`src/spi_chk_pkg.sv`:
```
`default_nettype none
package spi_chk_pkg;
   // ********************************************************
   // Frame and address layout
   // ********************************************************
   localparam int ADDR_W = 6;
   localparam int DATA_W = 16;
   localparam int CMD_READ_BIT = 6;
   localparam logic [7:0] WORD_PULSES = 8'h18;
   localparam logic [2:0] BYTE_PHASE_LAST = 3'h7;
   localparam logic [5:0] ADDR_ERR_FLAGS = 6'h06;
   localparam logic [5:0] ADDR_ERR_EN = 6'h07;
   localparam logic [5:0] ADDR_FRAME_LEN = 6'h08;
   localparam logic [5:0] ADDR_LAST_VALID = 6'h08;

   // ********************************************************
   // Field positions and reset values
   // ********************************************************
   localparam int EN_IGNORE_BIT = 6;
   localparam int EN_CLKCNT_BIT = 5;
   localparam int EN_READ_BIT = 4;
   localparam int EN_WRITE_BIT = 3;
   localparam int FLAG_IGNORE_BIT = 3;
   localparam int FLAG_CLKCNT_BIT = 2;
   localparam int FLAG_READ_BIT = 1;
   localparam int FLAG_WRITE_BIT = 0;
   localparam logic [15:0] ERR_EN_RESET = 16'h0040;
   localparam logic [3:0] ERR_FLAGS_RESET = 4'h0;

   typedef enum logic [1:0] {PH_CMD, PH_DATA_HI, PH_DATA_LO, PH_DONE} phase_t;
endpackage : spi_chk_pkg
`default_nettype wire

```
`src/spi_frame_if.sv`:
```
`timescale 1ns/1ns
`default_nettype none
interface spi_frame_if;
   logic [7:0] count;
   logic [7:0] rx_byte;
   logic byte_done;
   logic frame_end;
   logic tx_load;
   logic [15:0] tx_word;
   logic tx_on;
   modport engine (output count, output rx_byte, output byte_done, output frame_end,
                   input tx_load, input tx_word, input tx_on);
   modport ctrl (input count, input rx_byte, input byte_done, input frame_end,
                 output tx_load, output tx_word, output tx_on);
endinterface : spi_frame_if
`default_nettype wire

```
`src/spi_error_check.sv`:
```
// Functional notes
// - Flag writes during fuse copy or calibration.
// - Ignored-write check enabled out of reset.
// - Ignored-write error only via its flag, gated.
// - Count, read, write checks need framing enable.
// - Count SCLK pulses in every transaction.
// - Flag pulse counts not multiple of eight.
// - Short write is aborted, register unchanged.
// - Flag reads of invalid addresses.
// - Flag writes to invalid or read-only addresses.
// - Count, read, write checks reset disabled.
`timescale 1ns/1ns
`default_nettype none
module spi_error_check
   import spi_chk_pkg::*;
(
   // Clock and reset.
   input wire logic clk,
   input wire logic sys_rst,
   // Serial pins.
   input wire logic sclk,
   input wire logic cs_n,
   input wire logic mosi,
   output logic miso,
   output logic miso_oe,
   // Device status.
   input wire logic select_framing_on,
   input wire logic fuse_copy_busy,
   input wire logic calib_busy,
   // Rest of the register map.
   input wire logic [15:0] map_rd_data,
   output logic map_wr,
   output logic [5:0] map_wr_addr,
   output logic [15:0] map_wr_data,
   // Error state.
   output logic [15:0] error_check_enable,
   output logic [3:0] error_flags
);
   spi_frame_if bus ();

   spi_bit_engine #(.COUNT_W(8)) engine_i (
      .clk(clk),
      .sys_rst(sys_rst),
      .sclk(sclk),
      .cs_n(cs_n),
      .mosi(mosi),
      .miso(miso),
      .miso_oe(miso_oe),
      .bus(bus.engine)
   );

   // ********************************************************
   // Address decode
   // ********************************************************
   function automatic logic addr_valid(input logic [5:0] a);
      return a <= ADDR_LAST_VALID;
   endfunction : addr_valid

   function automatic logic addr_writable(input logic [5:0] a);
      return addr_valid(a) && a != ADDR_FRAME_LEN;
   endfunction : addr_writable

   // ********************************************************
   // Transaction phase and command capture
   // ********************************************************
   phase_t phase;
   logic is_read;
   logic [5:0] addr;
   logic [15:0] data;
   logic [7:0] frame_len;
   logic [5:0] cmd_addr;
   logic cmd_read;
   logic [15:0] read_word;

   assign cmd_addr = bus.rx_byte[5:0];
   assign cmd_read = bus.rx_byte[CMD_READ_BIT];

   always_comb begin
      if (cmd_addr == ADDR_ERR_FLAGS) begin
         read_word = {12'h000, error_flags};
      end else if (cmd_addr == ADDR_ERR_EN) begin
         read_word = error_check_enable;
      end else if (cmd_addr == ADDR_FRAME_LEN) begin
         read_word = {8'h00, frame_len};
      end else if (addr_valid(cmd_addr)) begin
         read_word = map_rd_data;
      end else begin
         read_word = 16'h0000;
      end
   end

   always_ff @(posedge clk or posedge sys_rst) begin
      if (sys_rst) begin
         phase <= PH_CMD;
      end else if (bus.frame_end) begin
         phase <= PH_CMD;
      end else if (bus.byte_done) begin
         unique case (phase)
            PH_CMD: phase <= PH_DATA_HI;
            PH_DATA_HI: phase <= PH_DATA_LO;
            PH_DATA_LO: phase <= PH_DONE;
            PH_DONE: phase <= PH_DONE;
         endcase
      end
   end

   always_ff @(posedge clk or posedge sys_rst) begin
      if (sys_rst) begin
         is_read <= 1'b0;
         addr <= 6'h00;
         data <= 16'h0000;
      end else if (bus.byte_done) begin
         if (phase == PH_CMD) begin
            is_read <= cmd_read;
            addr <= cmd_addr;
         end else if (phase == PH_DATA_HI) begin
            data[15:8] <= bus.rx_byte;
         end else if (phase == PH_DATA_LO) begin
            data[7:0] <= bus.rx_byte;
         end
      end
   end

   always_ff @(posedge clk or posedge sys_rst) begin
      if (sys_rst) begin
         bus.tx_load <= 1'b0;
         bus.tx_word <= 16'h0000;
         bus.tx_on <= 1'b0;
      end else begin
         bus.tx_load <= bus.byte_done && phase == PH_CMD && cmd_read;
         if (bus.byte_done && phase == PH_CMD) begin
            bus.tx_word <= read_word;
            bus.tx_on <= cmd_read;
         end else if (bus.frame_end) begin
            bus.tx_on <= 1'b0;
         end
      end
   end

   // ********************************************************
   // Frame end and read-command checks and register write
   // ********************************************************
   logic framed;
   logic busy;
   logic write_full;
   logic write_ok;
   logic [3:0] flag_set;
   logic [3:0] flag_clr;

   assign framed = select_framing_on;
   assign busy = fuse_copy_busy | calib_busy;
   assign write_full = bus.frame_end && !is_read && phase == PH_DONE;
   assign write_ok = write_full && !busy && addr_writable(addr);

   always_comb begin
      flag_set = 4'h0;
      flag_set[FLAG_IGNORE_BIT] = write_full && busy && error_check_enable[EN_IGNORE_BIT];
      flag_set[FLAG_CLKCNT_BIT] = bus.frame_end && bus.count[2:0] != 3'h0
                                  && error_check_enable[EN_CLKCNT_BIT] && framed;
      flag_set[FLAG_READ_BIT] = bus.byte_done && phase == PH_CMD && cmd_read && !addr_valid(cmd_addr)
                                && error_check_enable[EN_READ_BIT] && framed;
      flag_set[FLAG_WRITE_BIT] = write_full && !addr_writable(addr)
                                 && error_check_enable[EN_WRITE_BIT] && framed;
   end

   assign flag_clr = (write_ok && addr == ADDR_ERR_FLAGS) ? data[3:0] : 4'h0;

   always_ff @(posedge clk or posedge sys_rst) begin
      if (sys_rst) begin
         error_flags <= ERR_FLAGS_RESET;
      end else begin
         error_flags <= (error_flags & ~flag_clr) | flag_set;
      end
   end

   always_ff @(posedge clk or posedge sys_rst) begin
      if (sys_rst) begin
         error_check_enable <= ERR_EN_RESET;
      end else if (write_ok && addr == ADDR_ERR_EN) begin
         error_check_enable <= data;
      end
   end

   always_ff @(posedge clk or posedge sys_rst) begin
      if (sys_rst) begin
         frame_len <= 8'h00;
      end else if (bus.frame_end) begin
         frame_len <= bus.count;
      end
   end

   always_ff @(posedge clk or posedge sys_rst) begin
      if (sys_rst) begin
         map_wr <= 1'b0;
         map_wr_addr <= 6'h00;
         map_wr_data <= 16'h0000;
      end else begin
         map_wr <= write_ok && addr < ADDR_ERR_FLAGS;
         if (write_ok) begin
            map_wr_addr <= addr;
            map_wr_data <= data;
         end
      end
   end
endmodule : spi_error_check
`default_nettype wire

```
`src/spi_bit_engine.sv`:
```
`timescale 1ns/1ns
`default_nettype none
module spi_bit_engine #(
   parameter int COUNT_W = 8
) (
   // Clock and reset.
   input wire logic clk,
   input wire logic sys_rst,
   // Serial pins.
   input wire logic sclk,
   input wire logic cs_n,
   input wire logic mosi,
   output logic miso,
   output logic miso_oe,
   // Frame events.
   spi_frame_if.engine bus
);
   if (COUNT_W != 8) begin : g_bad_count
      $error("spi_bit_engine: COUNT_W must be 8");
   end

   // ********************************************************
   // Pin synchronisers
   // ********************************************************
   logic [2:0] pin_meta;
   logic [2:0] pin_sync;
   logic [1:0] pin_prev;
   always_ff @(posedge clk or posedge sys_rst) begin
      if (sys_rst) begin
         pin_meta <= 3'h3;
         pin_sync <= 3'h3;
         pin_prev <= 2'h3;
      end else begin
         pin_meta <= {sclk, cs_n, mosi};
         pin_sync <= pin_meta;
         pin_prev <= pin_sync[2:1];
      end
   end

   logic active;
   logic rise;
   logic fall;
   logic start;
   assign active = ~pin_sync[1];
   assign rise = active & pin_sync[2] & ~pin_prev[1];
   assign fall = active & ~pin_sync[2] & pin_prev[1];
   assign start = ~pin_sync[1] & pin_prev[0];

   // ********************************************************
   // Pulse counter and receive shifter
   // ********************************************************
   logic [6:0] rx_shift;
   always_ff @(posedge clk or posedge sys_rst) begin
      if (sys_rst) begin
         bus.count <= 8'h00;
      end else if (start) begin
         bus.count <= 8'h00;
      end else if (rise && bus.count != 8'hff) begin
         bus.count <= bus.count + 8'h01;
      end
   end

   always_ff @(posedge clk or posedge sys_rst) begin
      if (sys_rst) begin
         rx_shift <= 7'h00;
         bus.rx_byte <= 8'h00;
         bus.byte_done <= 1'b0;
         bus.frame_end <= 1'b0;
      end else begin
         bus.byte_done <= rise && bus.count[2:0] == spi_chk_pkg::BYTE_PHASE_LAST;
         bus.frame_end <= pin_sync[1] & ~pin_prev[0];
         if (rise) begin
            rx_shift <= {rx_shift[5:0], pin_sync[0]};
            if (bus.count[2:0] == spi_chk_pkg::BYTE_PHASE_LAST) begin
               bus.rx_byte <= {rx_shift, pin_sync[0]};
            end
         end
      end
   end

   // ********************************************************
   // Transmit shifter
   // ********************************************************
   logic [15:0] tx_shift;
   always_ff @(posedge clk or posedge sys_rst) begin
      if (sys_rst) begin
         tx_shift <= 16'h0000;
         miso <= 1'b0;
         miso_oe <= 1'b0;
      end else begin
         miso_oe <= active & bus.tx_on;
         if (bus.tx_load) begin
            tx_shift <= bus.tx_word;
         end else if (fall) begin
            miso <= tx_shift[15];
            tx_shift <= {tx_shift[14:0], 1'b0};
         end else if (!active) begin
            miso <= 1'b0;
         end
      end
   end
endmodule : spi_bit_engine
`default_nettype wire

```
`config.mk`:
```
export PLATFORM = sky130hd
export DESIGN_NAME = spi_error_check
export DESIGN_NICKNAME = d
export VERILOG_FILES = /design/src/spi_chk_pkg.sv /design/src/spi_frame_if.sv /design/src/spi_error_check.sv /design/src/spi_bit_engine.sv
export SDC_FILE = /design/constraint.sdc
export NUM_CORES = 1
export LEC_CHECK = 0
export ABC_AREA = 1
export BUFFER_PORTS_ARGS = -buffer_cell sky130_fd_sc_hd__buf_2
export CAP_MARGIN = 20
export CORE_UTILIZATION = 58
export CTS_BUF_LIST = sky130_fd_sc_hd__clkbuf_8 sky130_fd_sc_hd__clkbuf_16
export DETAILED_ROUTE_END_ITERATION = 10
export GPL_ROUTABILITY_DRIVEN = 0
export PLACE_DENSITY = 0.78
export SYNTH_ARGS = -nofsm -noshare
export SYNTH_HDL_FRONTEND = slang
export SYNTH_SLANG_ARGS = --single-unit
export TNS_END_PERCENT = 20
```
`constraint.sdc`:
```
create_clock -name clk -period 6.3 [get_ports clk]
set_input_delay 0.945 -clock clk [delete_from_list [all_inputs] [get_ports clk]]
set_output_delay 0.945 -clock clk [all_outputs]
set_load 0.03 [all_outputs]
```
Word level (Yosys, flattened, before mapping)
Index checks and enable logic that the tools add are counted.

Bits in registers: 145. Input port bits: 24. Output and inout bits: 45. Logic and storage cells: 114.

$add $sub $neg: 1. Order comparisons: 3. Equality and inequality tests: 11. Mux-type cells: 16. Bitwise gates (word level): 18. Reduce and logical (&&, ||, !) cells: 40.

Operators with widths (number): $mux 16 (6); $eq 6x3->1 const B (4); $logic_and 1x1->1 (23); $mux 8 (2); $le 6x4->1 const B (2); $reduce_bool 2->1 (5); $add 8x1->8 const B (1); $ne 8x8->1 const B (1); $and 1x1->1 (7); $not 1->1 (7); $eq 6x4->1 const B (1); $lt 6x3->1 const B (1); $ne 6x4->1 const B (1); $pmux 2 s3 (1); $reduce_and 2->1 (3); $and 4x4->4 (1); $eq 2x2->1 const B (2); $logic_not 1->1 (4); $mux 1 (4); $mux 2 (2); $mux 4 (1); $not 4->4 (1); $or 4x4->4 (1); $reduce_and 4->1 (1); 7 further kinds (7).

Depth between registers and ports, before layout
Depth after elaboration: 10. Depth in mapped cells: 9. Depth with buffers taken out: 9.

By module
A second synthesis with hierarchy kept.

Cells, all modules: 727. Area, all modules: 6179.7 um^2.

Modules (own cells, without submodules): spi_error_check (times used 1, cells each 483, area each 4007.6 um^2, sequential area each 2353.5 um^2); spi_bit_engine (times used 1, cells each 244, area each 2172.1 um^2, sequential area each 1283.7 um^2).

Worst setup path before layout
OpenSTA, ideal clock, no wires.

Kind: input to register. Start: input calib_busy. End: register map_wr_data[12]. Library setup time: 0.119 ns. Arrival time: 1.750 ns. Data required time: 6.181 ns. Slack: 4.432 ns. Cell stages on the path: 7. Path buffers: 1. Cells stage by stage: nor2_1 > nand2_2 > nor2_4 > inv_4 > buf_2 > nand2_1 > o21ai_2.

Longest elaborated chain between the ends: 4.

RTL lines: start, declared (RTL line spi_error_check.sv:29) `input wire logic calib_busy,`; $or 1x1->1 (RTL line spi_error_check.sv:151) `assign busy = fuse_copy_busy | calib_busy;`; $logic_not 1->1 (RTL line spi_error_check.sv:153) `assign write_ok = write_full && !busy && addr_writable(addr);`; $logic_and 1x1->1 (2 in series) (RTL line spi_error_check.sv:153); end signal, assigned (RTL line spi_error_check.sv:201) `map_wr_data <= data;`; end, declared (RTL line spi_error_check.sv:34) `output logic [15:0] map_wr_data,`.

Every way passes these cells. A chain may end at the register's enable or synchronous reset.

Worst setup path after layout
Start: register phase[1]. End: register bus.tx_on.

Longest elaborated chain between the ends: 3. Elaborated cells on any way between the ends: 4. Classes of those cells: 1 x mux; 3 x reduce/logical.

RTL lines: start, declared (RTL line spi_error_check.sv:66) `phase_t phase;`; start signal, assigned (RTL line spi_error_check.sv:94) `phase <= PH_CMD;`; start signal, assigned (RTL line spi_error_check.sv:96) `phase <= PH_CMD;`; start signal, assigned (RTL line spi_error_check.sv:99) `PH_CMD: phase <= PH_DATA_HI;`; $logic_not 2->1 (*) (RTL line spi_error_check.sv:131) `if (bus.byte_done && phase == PH_CMD) begin`; $logic_and 1x1->1 (*) (RTL line spi_error_check.sv:131); $mux 1 / $reduce_bool 2->1 (equally long branches); end signal, assigned (RTL line spi_error_check.sv:133) `bus.tx_on <= cmd_read;`; end, declared (RTL line spi_frame_if.sv:10) `logic tx_on;`.

Every way passes the cells marked *; elsewhere a longest branch is shown, timed or not.

==> results_dict.tcl <==
set metrics [dict create \
    status "finished clean" \
    synth_edf_count 0 \
    firstDrtPassIters 5 \
    cap_violations 0 \
    ys_async_sr_fraction_pct 100 \
    io_pins 69 \
    routed_wl_um 13900 \
    fin_ws_ns 3.96 \
    slew_viol_final 0 \
    cts_made_buffers 17 \
    crit_arrival_ns 2.79 \
    wl_per_cell_um 15.7 \
    ctsRootBufferMaster "clkbuf_8" \
    hold_class "reg -> reg" \
    drc_errors 0 \
    viasPerCell 5.48 \
    yosysSeqAreaShare_pct 60.1 \
    grt_max_degree 83 \
    synth.avg_cell_area_um2 8.96 \
    cts_hold_buffers 0 \
    fp.coreArea_um2 9950 \
    fp.dieW_um 104 \
    yosysWarningCount 0 \
    synth_most_common_cell "nand2_1" \
    grt_pass1_vias 4701 \
    relSlewSlack_pct 32.9 \
    synth_top_area_share_pct 57.0 \
    startpoint_type "flop" \
    cts.sinks 145 \
    ys_ff_latch 145 \
    power_density_nw_per_um2 304 \
    syn_area_um2 6060 \
    period_share_pct 37.2 \
    setup_viol 0 \
    slowest_stage "nor3_2" \
    clockBufferDepth 2 \
    dp_slack_ns 3.49 \
    drive_above_1_share_pct 17.2 \
    rsz0062_at_grt "no" \
    ys_types 32 \
    ff2ff_setup_slack_ns 3.96 \
    syn2layout_area_growth_pct 18.6 \
    endpoint "bus.tx_on" \
    fmax_mhz 427 \
    fin_crit_ns 2.34 \
    end_kind "flop" \
    drt_iter0_markers 401 \
    min_from "engine_i.pin_meta[2]" \
    syn_inst 676 \
    syn-num-nets 703 \
    ys_top_cells_by_count "206 x nand2_1, 138 x dfrtp_1, 80 x o21ai_0" \
    gr-total-overflow 0 \
    diodes 0 \
    hold_viol 0 \
    worstSetupPathType "reg -> reg" \
    path_cells "nor3_2 -> inv_1 -> nor2_1 -> inv_1 -> o21ai_0" \
    reg2regPathDepth 5 \
    ctsResizeCount 0 \
    dp_hpwl_um 9240 \
    synthTopCellsByArea "dfrtp_1 57%, nand2_1 13%, o21ai_0 6.6%" \
    reg2reg_from "phase[1]" \
    grt_usage_pct 27.7 \
    num_rows 36 \
    fin_nets 770 \
    slowest_delay_ns 0.78 \
    critPathLaunch "phase[1]" \
    required_ns 6.75 \
    clk_pin_slew_ns 0.06 \
    r2r-end "bus.tx_on" \
    final.setup.tns_ns 0 \
    htree_levels 4 \
    ant_nets 0 \
    post_cts_buffers 0 \
    synth_top_area_cell "dfrtp_1" \
    skew_ns 0.00859 \
    grt_first_pass_wirelength_um 23200 \
    clkLatencyLatePin_ns 0.53 \
    initial_core_util_pct 60.8 \
    worst_pin_slew_ns 1.00 \
    synth_ff_type "dfrtp_1" \
    dieHeight_um 104 \
    fp.dieArea_um2 10900 \
    portBuffers 68 \
    cp_max_fo 20 \
    vias 4868 \
    vdd_drop_max_mv 0.242 \
    grt_antenna_before_repair 0 \
    cpMostUsedCell "inv_1" \
    cts_tree "built" \
    p_leak_nw 3.63 \
]
-- metal layers --
layer / share of wire (%) / track usage (%) / vias up
met5: 0 / 0 / -
met1: 43 / 37.5 / 2334
met4: 2.5 / 11.0 / 0
met2: 48 / 43.4 / 184
li1: - / - / 2316
met3: 6.0 / 6.70 / 34
-- worst min path at each step --
stage                      endpoint  slack [ns]  depth (start not counted)
6_report       engine_i.pin_sync[2]        0.35                          0
5_1_grt        engine_i.pin_sync[2]        0.36                          0
4_1_cts        engine_i.pin_sync[2]        0.35                          0
3_5_place_dp   engine_i.pin_sync[2]        0.34                          0
3_3_place_gp   engine_i.pin_sync[2]        0.33                          0
2_1_floorplan  engine_i.pin_sync[2]        0.33                          0
-- area by class of cell --
cell class	instances	area, um^2
flip-flops and latches	145	3640
well taps	133	166
clock buffers	20	455
multi-input cells	426	2000
clock inverters	12	234
inverters	82	315
repair buffers	71	370
fillers	699	2770
-- power by group --
group | leakage, nW | switching, W | internal, W
logic | 1.40 | 0.0000440 | 0.0000168
clock network | 0.346 | 0.000370 | 0.000791
registers | 1.89 | 0.00000940 | 0.000949
total | 3.63 | 0.000423 | 0.00176
-- worst max-delay path: cells and delay by family, from the launching register on --
family / cells / cell delay [ns]
buffers and inverters: 2 / 0.67
AND/OR/NAND/NOR: 2 / 1.08
AO/OA/AOI/OAI: 1 / 0.08
flip-flops: 1 / 0.43
-- per-stage QoR --
step	hold WS, ns	util, %	cells	instance area, um^2	power [W]
after floorplan	0.331	-	676	6060	0.00101
after global placement	0.333	65.1	856	6480	0.00103
after detailed placement	0.337	65.1	856	6480	0.00103
after CTS	0.350	72.0	888	7170	0.00219
after global routing	0.357	72.1	889	7180	0.00224
final	0.348	72.1	889	7180	0.00218
-- cell families (layout without fill, tap and decap cells) --
kind of cell | after synthesis | count (layout) | synth area share, %
flops | 145 | 145 | 60.1
simple gates | 298 | 298 | 20.2
compound gates | 125 | 125 | 12.3
fa+ha+maj | 3 | 3 | 0.620
buf+inv | 105 | 185 | 6.86
-- flip-flops by register name, indices dropped and copies added, names as in the netlist, 2 cells and up --
register              cells
phase                     2
engine_i.rx_shift         7
bus.tx_word              16
engine_i.bus.count        8
engine_i.pin_meta         3
error_check_enable       16
error_flags               4
map_wr_data              16
addr                      6
engine_i.bus.rx_byte      8
data                     16
engine_i.pin_sync         3
engine_i.tx_shift        16
map_wr_addr               6
frame_len                 8
engine_i.pin_prev         2
-- cells in the final DEF (no fill, tap or decap) --
cell type / netlist / layout
nor2_2: 1 / 1
o21bai_1: 1 / 1
a21oi_2: 1 / 1
clkbuf_16: 0 / 16
inv_4: 1 / 1
buf_4: 2 / 2
nor2_4: 1 / 1
nand2_1: 206 / 206
o2111ai_1: 1 / 1
nand3b_1: 1 / 1
inv_2: 1 / 1
ha_1: 3 / 3
a211oi_1: 1 / 1
or2_2: 1 / 1
bufinv_16: 0 / 7
a22oi_1: 3 / 3
nand3_1: 30 / 30
o221ai_1: 9 / 9
nor2_1: 42 / 42
clkinv_1: 1 / 1
clkbuf_8: 0 / 4
o21ai_2: 10 / 10
o21ai_0: 80 / 80
o21ai_1: 7 / 7
o211ai_1: 10 / 10
clkinv_2: 0 / 4
dfstp_2: 7 / 7
inv_1: 79 / 79
buf_2: 3 / 68
inv_6: 0 / 1
nor3_2: 3 / 3
a21oi_1: 2 / 2
nand4_1: 12 / 12
dfrtp_1: 138 / 138
buf_8: 0 / 1
nand2_2: 1 / 1
(Power assumes the default switching activity.)
